[config.mk]
export PLATFORM = sky130hd
export DESIGN_NAME = teq_qualifier
export DESIGN_NICKNAME = d
export VERILOG_FILES = /design/src/hdl/teq_decode.v /design/src/hdl/teq_qualifier.v
export VERILOG_INCLUDE_DIRS = /design/src /design/src/hdl
export SDC_FILE = /design/constraint.sdc
export NUM_CORES = 1
export LEC_CHECK = 0
export BUFFER_PORTS_ARGS = -buffer_cell sky130_fd_sc_hd__buf_4
export CAP_MARGIN = 20
export CORE_AREA = 2 2 104 106
export DETAILED_ROUTE_END_ITERATION = 12
export DIE_AREA = 0 0 106 108
export GPL_TIMING_DRIVEN = 0
export PLACE_DENSITY = 0.75
export SLEW_MARGIN = 15
export SYNTH_ARGS = -nofsm -noshare
export SYNTH_HDL_FRONTEND = slang
export SYNTH_SLANG_ARGS = --single-unit
export TNS_END_PERCENT = 1
[constraint.sdc]
create_clock -name mclk -period 1.05 [get_ports mclk]
set_input_delay 0.21 -clock mclk [delete_from_list [all_inputs] [get_ports mclk]]
set_output_delay 0.21 -clock mclk [all_outputs]
set_load 0.01 [all_outputs]
[src/hdl/teq_consts.vh]
// constants for the termination error qualifier
`ifndef TEQ_CONSTS_VH
`define TEQ_CONSTS_VH
`define TEQ_PRI_TLB      3'h0
`define TEQ_PRI_STORAGE  3'h1
`define TEQ_PRI_ALIGN    3'h2
`define TEQ_PRI_TAGPAR   3'h3
`define TEQ_PRI_DATAPAR  3'h4
`define TEQ_PRI_EXT      3'h5
`define TEQ_PRI_NONE     3'h6
`define TEQ_KIND_NONE    3'h0
`define TEQ_KIND_TLB     3'h1
`define TEQ_KIND_STORAGE 3'h2
`define TEQ_KIND_ALIGN   3'h3
`define TEQ_KIND_BYTEORD 3'h4
`define TEQ_KIND_TAGPAR  3'h5
`define TEQ_KIND_DATAPAR 3'h6
`define TEQ_KIND_EXT     3'h7
`define TEQ_SYN_W        4
`define TEQ_SYN_ITAG     0
`define TEQ_SYN_IDATA    1
`define TEQ_SYN_DTAG     2
`define TEQ_SYN_DDATA    3
`define TEQ_SYN_RST      4'h0
`define TEQ_ADDR_RST     32'h00000000
`endif

[src/hdl/teq_decode.v]
// one-port termination qualifier decoder, combinational
`default_nettype none
`include "teq_consts.vh"
module teq_decode (
  input  wire       term_ack_n,
  input  wire       term_err_n,
  input  wire       tlb_miss_n,
  input  wire       align_err_n,
  input  wire       byte_ord_n,
  input  wire       tag_par_n,
  input  wire       data_par_n,
  input  wire       ext_err_n,
  output reg  [2:0] kind,
  output reg  [2:0] prio,
  output reg        invalid,
  output wire       ok_done,
  output wire       any_done
);
  wire [5:0] q;
  assign q = ~{tlb_miss_n, align_err_n, byte_ord_n,
               tag_par_n, data_par_n, ext_err_n};
  // error ack wins over plain ack
  assign ok_done  = ~term_ack_n & term_err_n;
  assign any_done = ~term_ack_n | ~term_err_n;
  always @* begin
    kind    = `TEQ_KIND_NONE;
    prio    = `TEQ_PRI_NONE;
    invalid = 1'b0;
    if (term_err_n) begin
      kind = `TEQ_KIND_NONE;
      prio = `TEQ_PRI_NONE;
    end else begin
      // qualifiers only looked at under error ack
      case (q)
        6'h20: begin
          kind = `TEQ_KIND_TLB;
          prio = `TEQ_PRI_TLB;
        end
        6'h00: begin
          kind = `TEQ_KIND_STORAGE;
          prio = `TEQ_PRI_STORAGE;
        end
        6'h10: begin
          kind = `TEQ_KIND_ALIGN;
          prio = `TEQ_PRI_ALIGN;
        end
        6'h08: begin
          kind = `TEQ_KIND_BYTEORD;
          prio = `TEQ_PRI_ALIGN;
        end
        6'h04: begin
          kind = `TEQ_KIND_TAGPAR;
          prio = `TEQ_PRI_TAGPAR;
        end
        6'h02: begin
          kind = `TEQ_KIND_DATAPAR;
          prio = `TEQ_PRI_DATAPAR;
        end
        6'h01: begin
          kind = `TEQ_KIND_EXT;
          prio = `TEQ_PRI_EXT;
        end
        default: begin
          // any flag combination is flagged invalid; tlb miss kind if tlb is set, else storage
          if (q[5]) begin
            kind = `TEQ_KIND_TLB;
            prio = `TEQ_PRI_TLB;
          end else begin
            kind = `TEQ_KIND_STORAGE;
            prio = `TEQ_PRI_STORAGE;
          end
          invalid = 1'b1;
        end
      endcase
    end
  end
endmodule
`default_nettype wire

[src/hdl/teq_qualifier.v]
// termination status and error qualification for both memory ports
`default_nettype none
`include "teq_consts.vh"
module teq_qualifier (
  input  wire        mclk,
  input  wire        rst_n,
  input  wire        clk_en,
  input  wire        d_term_ack_n,
  input  wire        d_term_err_n,
  input  wire        d_tlb_miss_n,
  input  wire        d_align_err_n,
  input  wire        d_byte_ord_n,
  input  wire        d_tag_par_n,
  input  wire        d_data_par_n,
  input  wire        d_ext_err_n,
  input  wire        term_guarded,
  input  wire        term_uncached,
  input  wire [31:0] d_term_phys_addr,
  input  wire        d_store_fail_n,
  input  wire        d_stcx_word,
  input  wire        d_zero_block,
  input  wire        dcache_disabled,
  input  wire        d_rd_little_n_big,
  input  wire        wr_little_n_big,
  input  wire        i_term_ack_n,
  input  wire        i_term_err_n,
  input  wire        i_tlb_miss_n,
  input  wire        i_byte_ord_n,
  input  wire        i_tag_par_n,
  input  wire        i_data_par_n,
  input  wire        i_ext_err_n,
  input  wire [31:0] i_term_phys_addr,
  input  wire        i_rd_little_n_big,
  input  wire        var_len_encoding,
  input  wire        syn_clear,
  output reg         d_done,
  output reg         d_ok,
  output reg         d_err,
  output reg  [2:0]  d_err_kind,
  output reg  [2:0]  d_err_prio,
  output reg         d_err_invalid,
  output reg         d_guarded,
  output reg         d_uncached,
  output reg  [31:0] d_addr,
  output reg         d_rd_little,
  output reg         stcx_failed,
  output reg         stcx_cr_eq,
  output reg         resv_clear,
  output reg         i_done,
  output reg         i_ok,
  output reg         i_err,
  output reg  [2:0]  i_err_kind,
  output reg  [2:0]  i_err_prio,
  output reg         i_err_invalid,
  output reg  [31:0] i_addr,
  output reg         i_rd_little,
  output reg         i_var_len,
  output wire        wr_little,
  output reg         mc_event,
  output reg  [3:0]  mc_syndrome_reg
);
  wire [2:0] dk;
  wire [2:0] dp;
  wire       dinv;
  wire       dok;
  wire       dany;
  wire [2:0] ik;
  wire [2:0] ip;
  wire       iinv;
  wire       iok;
  wire       iany;
  wire       d_erracc;
  wire       i_erracc;
  wire       zb_self;
  wire       xfail;
  reg  [3:0] next_syn;

  teq_decode u_d (
    .term_ack_n  (d_term_ack_n),
    .term_err_n  (d_term_err_n),
    .tlb_miss_n  (d_tlb_miss_n),
    .align_err_n (d_align_err_n),
    .byte_ord_n  (d_byte_ord_n),
    .tag_par_n   (d_tag_par_n),
    .data_par_n  (d_data_par_n),
    .ext_err_n   (d_ext_err_n),
    .kind        (dk),
    .prio        (dp),
    .invalid     (dinv),
    .ok_done     (dok),
    .any_done    (dany)
  );

  // instruction side has no alignment qualifier
  teq_decode u_i (
    .term_ack_n  (i_term_ack_n),
    .term_err_n  (i_term_err_n),
    .tlb_miss_n  (i_tlb_miss_n),
    .align_err_n (1'b1),
    .byte_ord_n  (i_byte_ord_n),
    .tag_par_n   (i_tag_par_n),
    .data_par_n  (i_data_par_n),
    .ext_err_n   (i_ext_err_n),
    .kind        (ik),
    .prio        (ip),
    .invalid     (iinv),
    .ok_done     (iok),
    .any_done    (iany)
  );

  assign d_erracc = ~d_term_err_n;
  assign i_erracc = ~i_term_err_n;
  // disabled cache: core faults zero-block on its own completion
  assign zb_self  = dok & d_zero_block & dcache_disabled;
  assign xfail    = dok & ~d_store_fail_n & d_stcx_word;
  assign wr_little = wr_little_n_big;

  always @* begin
    next_syn = mc_syndrome_reg;
    if (syn_clear)
      next_syn = `TEQ_SYN_RST;
    // hardware set wins over software clear
    if (i_erracc && ik == `TEQ_KIND_TAGPAR)
      next_syn[`TEQ_SYN_ITAG] = 1'b1;
    if (i_erracc && ik == `TEQ_KIND_DATAPAR)
      next_syn[`TEQ_SYN_IDATA] = 1'b1;
    if (d_erracc && dk == `TEQ_KIND_TAGPAR)
      next_syn[`TEQ_SYN_DTAG] = 1'b1;
    if (d_erracc && dk == `TEQ_KIND_DATAPAR)
      next_syn[`TEQ_SYN_DDATA] = 1'b1;
  end

  always @(posedge mclk) begin
    if (!rst_n) begin
      d_done          <= 1'b0;
      d_ok            <= 1'b0;
      d_err           <= 1'b0;
      d_err_kind      <= `TEQ_KIND_NONE;
      d_err_prio      <= `TEQ_PRI_NONE;
      d_err_invalid   <= 1'b0;
      d_guarded       <= 1'b0;
      d_uncached      <= 1'b0;
      d_addr          <= `TEQ_ADDR_RST;
      d_rd_little     <= 1'b0;
      stcx_failed     <= 1'b0;
      stcx_cr_eq      <= 1'b0;
      resv_clear      <= 1'b0;
      i_done          <= 1'b0;
      i_ok            <= 1'b0;
      i_err           <= 1'b0;
      i_err_kind      <= `TEQ_KIND_NONE;
      i_err_prio      <= `TEQ_PRI_NONE;
      i_err_invalid   <= 1'b0;
      i_addr          <= `TEQ_ADDR_RST;
      i_rd_little     <= 1'b0;
      i_var_len       <= 1'b0;
      mc_event        <= 1'b0;
      mc_syndrome_reg <= `TEQ_SYN_RST;
    end else if (clk_en) begin
      d_done      <= dany;
      d_ok        <= dok & ~zb_self;
      d_err       <= d_erracc | zb_self;
      i_done      <= iany;
      i_ok        <= iok;
      i_err       <= i_erracc;
      stcx_failed <= xfail;
      stcx_cr_eq  <= dok & d_stcx_word & d_store_fail_n;
      resv_clear  <= xfail;
      mc_event    <= (d_erracc & (dk == `TEQ_KIND_TAGPAR
                      | dk == `TEQ_KIND_DATAPAR))
                   | (i_erracc & (ik == `TEQ_KIND_TAGPAR
                      | ik == `TEQ_KIND_DATAPAR));
      mc_syndrome_reg <= next_syn;
      if (dany) begin
        d_guarded   <= term_guarded;
        d_uncached  <= term_uncached;
        d_addr      <= d_term_phys_addr;
        d_rd_little <= d_rd_little_n_big;
        if (zb_self) begin
          d_err_kind    <= `TEQ_KIND_ALIGN;
          d_err_prio    <= `TEQ_PRI_ALIGN;
          d_err_invalid <= 1'b0;
        end else begin
          d_err_kind    <= dk;
          d_err_prio    <= dp;
          d_err_invalid <= dinv;
        end
      end
      if (iany) begin
        i_addr        <= i_term_phys_addr;
        i_rd_little   <= i_rd_little_n_big;
        i_var_len     <= var_len_encoding;
        i_err_kind    <= ik;
        i_err_prio    <= ip;
        i_err_invalid <= iinv;
      end
    end
  end
endmodule
`default_nettype wire

==> Yosys cells after proc, flatten, opt, wreduce, memory -nomap -nowiden <==
Cells that the tools add are included.
Widths: inputs -> output; s select.
{ "classes": {"n_eq_ne": 16, "mux": 24, "n_bitwise": 25, "n_reduce_logical": 20} }
{ "op_table": {"columns": ["cell", "count"], "rows": [
  ["$pmux 3 s7", 2],
  ["$pmux 3 s6", 2],
  ["$mux 3", 6],
  ["$reduce_or 7->1", 2],
  ["$eq 3x3->1 const B", 4],
  ["$eq 6x1->1 const B", 2],
  ["$eq 6x2->1 const B", 2],
  ["$eq 6x3->1 const B", 2],
  ["$eq 6x4->1 const B", 2],
  ["$eq 6x5->1 const B", 2],
  ["$eq 6x6->1 const B", 2],
  ["$logic_not 6->1", 2],
  ["$not 6->6", 2],
  ["$reduce_and 2->1", 6],
  ["$and 1x1->1", 11],
  ["$mux 1", 11],
  ["$reduce_bool 2->1", 4],
  ["$not 1->1", 6],
  ["$or 1x1->1", 6],
  ["$logic_and 1x1->1", 4],
  ["$mux 2", 2],
  ["$mux 4", 1],
  ["$reduce_or 2->1", 2]
]} }
{ "word_totals": {"register_bits": 96, "inputBits": 93, "output_inout_bits": 98, "wordCells": 111} }

==> Depth between registers and ports, before layout <==
Gate-level depths: netlist (run 1).
{ "logic_depth": {"word_depth": 8, "depth_mapped": 5, "mapped_depth_nobuf": 3} }

==> Cells and area by module <==
From an unflattened synthesis (run 1), not the netlist that was laid out.
{ "unflattened": {"cells_unflattened": 502, "hier_area_um2": 4212.8} }
{ "modules_own_cells": {"columns": ["module", "n_inst", "cells_each", "area_each_um2", "seq_area_each_um2"], "rows": [
  ["teq_qualifier", 1, 420, 3632.2, 1921.8],
  ["teq_decode", 2, 41, 290.3, 0.0]
]} }

==> Worst setup path after synthesis (run 1) <==
No wires, ideal clock.
{ "synth_timing": {"path_kind": "input to register", "startpoint": "in d_ext_err_n", "endpoint": "reg d_err_kind[2]", "setup_ps": 115, "t_arrival_ps": 1005, "required_ps": 935, "path_slack_ps": -71, "path_stages": 4, "path_buffers": 1, "path_cell_list": "buf_2 -> and2_1 -> a211o_1 -> a31o_1"} }
{ "synth_via": {"elab_chain_cells": 5, "word_cells_on_any_way": 11, "cone_classes": "6 x eq/ne; 3 x mux; 1 x bitwise; 1 x reduce/logical"} }
{ "synth_lines": {"columns": ["item", "line_no", "text"], "rows": [
  ["start, declared", "teq_qualifier.v:15", "input wire d_ext_err_n,"],
  ["$not 6->6 (*)", "teq_decode.v:20", "assign q = ~{tlb_miss_n, align_err_n, byte_ord_n,"],
  ["$eq 6x1->1, or another cell as far along", "teq_decode.v:34", "case (q)"],
  ["$pmux 3 s7 (*)", "teq_decode.v:34", null],
  ["$mux 3 (*)", "teq_decode.v:29", "if (term_err_n) begin"],
  ["$mux 3 (*)", "teq_qualifier.v:179", "if (zb_self) begin"],
  ["end signal, assigned", "teq_qualifier.v:138", "d_err_kind <= `TEQ_KIND_NONE;"],
  ["end signal, assigned", "teq_qualifier.v:180", "d_err_kind <= `TEQ_KIND_ALIGN;"],
  ["end signal, assigned", "teq_qualifier.v:184", "d_err_kind <= dk;"],
  ["end, declared", "teq_qualifier.v:39", "output reg [2:0] d_err_kind,"]
]} }
Every way passes the cells marked *; elsewhere a longest branch is shown, timed or not.
A chain may end at the register's enable or synchronous reset.

==> results of run 1 <==
logic make-up (layout without fill, tap and decap cells):
group / after synthesis / after routing / share of synthesized area (%)
simple gates: 190 / 190 / 20.6
fa+ha+maj: 1 / 1 / 0.247
xor+xnor: 10 / 10 / 2.35
flops: 96 / 96 / 47.4
buf+inv: 44 / 243 / 5.25
compound gates: 125 / 125 / 24.1
power groups by stage:
stage | Clock, mW | Combinational (mW) | Sequential, mW
3_5_place_dp | 0 | 1.42 | 4.03
5_1_grt | 2.35 | 1.67 | 4.04
2_1_floorplan | 0 | 0.580 | 4.10
6_report | 2.13 | 1.53 | 4.01
4_1_cts | 2.17 | 1.47 | 3.98
3_3_place_gp | 0 | 1.38 | 4.02
worst max-delay path by stage:
stage                       startpoint                          to  slack, ps  cells after the start
6_report       resv_clear$_SDFFE_PN0P_                 stcx_failed        -80                      2
5_1_grt        resv_clear$_SDFFE_PN0P_                 stcx_failed       -120                      2
4_1_cts        resv_clear$_SDFFE_PN0P_                 stcx_failed       -100                      2
3_5_place_dp                     rst_n  d_err_kind[1]$_SDFFE_PN0P_       -440                      4
3_3_place_gp                     rst_n  d_err_kind[1]$_SDFFE_PN0P_       -410                      4
2_1_floorplan             d_byte_ord_n  d_err_kind[2]$_SDFFE_PN0P_        -30                      4
through the flow:
step,instance area (sq um),power (mW),setup TNS [ps]
final,6250,7.68,-76.7
after global routing,6250,8.05,-627
after CTS,6000,7.62,-127
after detailed placement,5610,5.44,-26590
after global placement,5610,5.40,-22850
after floorplan,4060,4.68,-61.9
metal layers:
layer	share of wire [%]	wire length [um]	vias to the layer above	GRT usage, %
met4	1.6	197	0	6.48
met1	42	5110	1829	24.3
met5	0	0	-	0
met2	48	5900	162	35.5
met3	8.2	1000	18	7.59
li1	-	-	1959	-
worst max-delay path: stages (launching register included):
cell	delay, ps
dfxtp_2	350
buf_6	110
buf_6	110
final cells by class:
type / count / area share [%]
flip-flops and latches: 96 / 32.6
multi-input cells: 326 / 30.8
repair buffers: 184 / 27.7
plain buffers: 39 / 3.34
well taps: 136 / 2.72
clock buffers: 10 / 2.04
clock inverters: 5 / 0.560
inverters: 5 / 0.300
cells in the mapped netlist (all sizes together) (3+ instances only):
cell type,count,area share (%)
nand3,7,0.86
a21boi,81,15
clkbuf,14,1.3
a21oi,5,0.62
and2,4,0.62
xnor2,6,1.5
inv,5,0.46
nand2,152,14
buf,25,3.5
o211ai,3,0.56
dfxtp,96,47
o21ai,6,0.74
nand2b,5,0.77
xor2,4,0.86
and3,4,0.62
a211oi,4,0.74
and4b,4,1.0
a21bo,3,0.74
o22ai,3,0.46
nand3b,4,0.74
nand4b,4,0.86
what timing repair did:
| item | CTS | global route |
|---|---|---|
| buffers inserted | 0 | 0 |
| hold buffers | 0 | 0 |
| resized for setup | 102 | 93 |
| setup endpoints to repair | 67 | 119 |
==> flow_summary_export.csv, run 1 <==
group,metric,value,unit
clock_tree,cts_buffer_depth,2,
sta,rsz0062_at_grt,"true",
job,drv_cap,0,
placed_design,dp.cells,786,
sta,fin_crit_sh,107,%
power_and_ir_drop,swShare,27.5,%
floorplan,dieArea,0.0114,sq mm
clock_tree,path_clk_slew,100,ps
sta,setup_viol_count_final,1,
hold_path,hold_depth,3,
sta,max_slew_margin,67.0,%
clock_tree,ctsHtreeMaxLevel,3,
layout,layout_common_cells,"nand2_1, buf_4, buf_6",
power_and_ir_drop,ir_drop,0.000699,V
layout,register_area,0.00204,sq mm
layout,multi_input_area,0.00193,sq mm
detailed_routing,viasPerCell,4.95,
yosys,synthFlopType,"dfxtp_1",
global_routing,first_global_vias,3873,
yosys,yosys_warnings,0,
power_and_ir_drop,netSwitchingPower,2.11,mW
worst_setup_path,timing.rr.start,"mc_event$_SDFFE_PN0P_",
worst_setup_path,arrival,920,ps
yosys,async_reset_ff_share,0,%
placed_design,dp_hpwl,9.27,mm
yosys,syn-cell-area,0.00405,sq mm
detailed_routing,num_vias,3968,
floorplan,ios,191,
hold_path,min_path_type,"in -> reg",
detailed_routing,wl_per_cell,15.2,um
floorplan,num_rows,37,
yosys,syn-num-nets,559,
worst_setup_path,worstSetupStartpointType,"register",
hold_path,hp-start,"i_term_phys_addr[25]",
detailed_routing,drtIter0Drc,155,
global_routing,antenna_found_initial,0,
layout,drive_gt1_share,48.9,%
layout,fin_cells,801,
floorplan,fp.dieH,108,um
clock_tree,cts_tree,"done",
worst_setup_path,r2r_end,"mc_event$_SDFFE_PN0P_",
placed_design,dp_worst_setup_slack,-442,ps
yosys,synth.distinct_cells,51,
placed_design,gp_congestion,0.806,
worst_setup_path,worstSetupEndpointType,"primary output",
hold_path,hold-path-endpoint,"i_addr[25]$_SDFFE_PN0P_",
power_and_ir_drop,combPwrFrac,20.0,%
yosys,syn_inst,466,
detailed_routing,dr.pass1.iters,4,
yosys,synth-edff-count,0,
clock_tree,cts_sinks,96,
yosys,ys_ff_latch,96,
worst_setup_path,rrSetupSlack,70,ps
clock_tree,insertion_delay,360,ps
detailed_routing,drc,0,
layout,fin_nets,754,
power_and_ir_drop,p_clk_share,27.8,%
power_and_ir_drop,powerDensity,1230,mW/mm^2
power_and_ir_drop,p_seq_share,52.3,%
worst_setup_path,path_max_fanout,3,
sta,slew_viol_final,0,
clock_tree,cts_buffers,9,
layout,area_delta_synth_final,54.3,%
global_routing,grt_use_total,20.7,%
sta,fin_crit,1130,ps
floorplan,core,0.0102,sq mm
worst_setup_path,critPathRequiredTime,840,ps
worst_setup_path,reg2regPathDepth,3,
sta,fin_ws,-76.7,ps
clock_tree,cts-root-buf,"clkbuf_8",
layout,diodes,0,
layout,nFillCells,885,
sta,fin_hold_ws,79.5,ps
sta,timing.fmax,888,MHz
detailed_routing,drt-total-wl,12.2,mm
detailed_routing,antenna_left,0,
placed_design,port_buffers,184,
global_routing,grt_max_degree,16,
worst_setup_path,worst-setup-path-type,"reg -> out",
power_and_ir_drop,power.internal,5.57,mW
floorplan,initial_utilization,39.6,%
global_routing,grt_overflow,0,
layout,final_util,61.1,%
sta,worst_pin_slew,495,ps
floorplan,die_x,106,um
run_status,status,"finished, violations left",
global_routing,grt_pass1_wl,18.7,mm
run_status,failed_checks,"negative setup slack",
power_and_ir_drop,p_leak,2.72,nW
sta,fin_skew,0,ps
sta,hold_viol_final,0,
yosys,postSynthAreaPerCell,8.70,sq um
layout,layout_commonest_cell,"nand2_1",
yosys,ys_seq_area_share,47.4,%
Power figures use the tool's default switching activity.
==> run 2, diff against run 1 <==
--- a/config.mk
+++ b/config.mk
@@ -8,11 +8,11 @@
 export LEC_CHECK = 0
 export BUFFER_PORTS_ARGS = -buffer_cell sky130_fd_sc_hd__buf_4
 export CAP_MARGIN = 20
-export CORE_AREA = 2 2 104 106
+export CORE_AREA = 2 2 120 122
 export DETAILED_ROUTE_END_ITERATION = 12
-export DIE_AREA = 0 0 106 108
+export DIE_AREA = 0 0 122 124
 export GPL_TIMING_DRIVEN = 0
-export PLACE_DENSITY = 0.75
+export PLACE_DENSITY = 0.6
 export SLEW_MARGIN = 15
 export SYNTH_ARGS = -nofsm -noshare
 export SYNTH_HDL_FRONTEND = slang
==> flow_summary_export.csv, run 2 (synthesis results as in run 1) <==
group,metric,value,unit
sta,slew_viol_final,0,
layout,layout_common_cells,"buf_4, nand2_1, a21boi_1",
layout,drive_gt1_share,44.3,%
worst_setup_path,worst-setup-path-type,"reg -> out",
clock_tree,cts_buffers,9,
floorplan,ios,191,
global_routing,grt_overflow,0,
job,drv_cap,0,
worst_setup_path,worstSetupStartpointType,"register",
worst_setup_path,critPathRequiredTime,840,ps
run_status,failed_checks,"negative setup slack",
sta,fin_ws,-78.8,ps
placed_design,dp_hpwl,9.75,mm
placed_design,dp.cells,830,
sta,setup_viol_count_final,2,
sta,max_slew_margin,67.4,%
clock_tree,cts_hold_repair.buffers,0,
detailed_routing,antenna_left,0,
floorplan,fp.dieH,124,um
clock_tree,ctsHtreeMaxLevel,3,
layout,layout_commonest_cell,"buf_4",
detailed_routing,wl_per_cell,14.9,um
detailed_routing,dr.pass1.iters,4,
floorplan,die_x,122,um
sta,fin_hold_ws,97.8,ps
clock_tree,cts-root-buf,"clkbuf_16",
layout,diodes,0,
hold_path,min_path_type,"in -> reg",
floorplan,core,0.0137,sq mm
global_routing,grt_use_total,16.5,%
clock_tree,insertion_delay,350,ps
layout,fin_cells,846,
global_routing,antenna_found_initial,0,
worst_setup_path,worstSetupEndpointType,"primary output",
sta,worst_pin_slew,490,ps
power_and_ir_drop,p_leak,2.68,nW
floorplan,dieArea,0.0151,sq mm
sta,fin_crit,1130,ps
clock_tree,path_clk_slew,70,ps
clock_tree,cts_buffer_depth,2,
sta,fin_skew,0,ps
worst_setup_path,path_max_fanout,3,
layout,fin_nets,754,
sta,fin_crit_sh,108,%
layout,nFillCells,1367,
run_status,status,"finished, violations left",
clock_tree,cts_sinks,96,
global_routing,first_global_vias,3927,
detailed_routing,num_vias,3976,
worst_setup_path,arrival,920,ps
global_routing,grt_max_degree,16,
clock_tree,cts_setup_buffers,0,
global_routing,grt_pass1_wl,19.4,mm
power_and_ir_drop,ir_drop,0.000620,V
sta,rsz0062_at_grt,"true",
detailed_routing,drc,0,
detailed_routing,viasPerCell,4.70,
floorplan,num_rows,43,
sta,timing.fmax,886,MHz
clock_tree,cts_tree,"done",
placed_design,port_buffers,184,
floorplan,initial_utilization,29.5,%
detailed_routing,drtIter0Drc,132,
placed_design,gp_congestion,0.830,
sta,hold_viol_final,0,
layout,area_delta_synth_final,49.9,%
detailed_routing,drt-total-wl,12.6,mm
power_and_ir_drop,powerDensity,1400,mW/mm^2
-- run 2: cell types whose count changed in the layout (fill, tap and decap cells not counted), sizes merged --
cell | previous run | this run
buf | 209 | 208
clkbuf | 24 | 27
clkinv | 4 | 1
clkinvlp | 1 | 2
inv | 5 | 6
-- run 2: final timing paths --
| kind | from | slack [ps] | end | cells past startpoint |
|---|---|---|---|---|
| worst max register to register | mc_event$_SDFFE_PN0P_ | 100 | mc_event$_SDFFE_PN0P_ | 3 |
| worst min register to register | d_addr[3]$_SDFFE_PN0P_ | 450 | d_addr[3]$_SDFFE_PN0P_ | 2 |
| worst max-delay path | resv_clear$_SDFFE_PN0P_ | -80 | stcx_failed | 2 |
| worst min-delay path | i_term_phys_addr[0] | 100 | i_addr[0]$_SDFFE_PN0P_ | 3 |
-- run 2: what timing repair did --
item / in CTS / in global routing
gates cloned: 0 / 0
gates resized for setup: 23 / 59
setup endpoints to repair: 52 / 93
-- run 2: final cells by class --
type | instances | area [sq um] | share of cell area (%)
Buffer | 39 | 228 | 3.75
Clock buffer | 12 | 246 | 4.06
Clock inverter | 4 | 28.8 | 0.474
Inverter | 5 | 18.8 | 0.309
Multi-Input combinational cell | 326 | 1930 | 31.7
Sequential cell | 96 | 2000 | 33.0
Tap cell | 180 | 225 | 3.71
Timing Repair Buffer | 184 | 1400 | 23.0
-- run 2: stage by stage --
stage,total power [mW],util [%],TNS [ps],worst slack (ps),cell area [sq um]
after floorplan,4.68,-,-61.9,-30.4,4060
after CTS,8.61,43.6,-122,-99.3,5980
after global routing,8.92,44.3,-365,-104,6080
after detailed placement,5.45,41.3,-27860,-420,5660
final,8.50,44.3,-82.0,-78.8,6080
after global placement,5.42,41.3,-25580,-417,5660
-- run 2: critical path: stages, from the launching register on --
cell and delay (ps):
dfxtp_4 360, buf_6 110, buf_6 110
-- run 2: power breakdown --
part           internal, mW  total (mW)  switching [mW]
registers              3.86        3.97           0.107
logic                 0.748        1.44           0.691
clock network          1.68        3.10            1.42
total                  6.29        8.50            2.22
-- run 2: metal layers --
layer | vias to the layer above | share of wire (%) | global-route usage [%]
li1 | 1969 | - | -
met1 | 1846 | 43 | 19.8
met2 | 145 | 46 | 27.2
met3 | 16 | 9.7 | 5.72
met4 | 0 | 1.7 | 6.18
met5 | - | 0 | 0
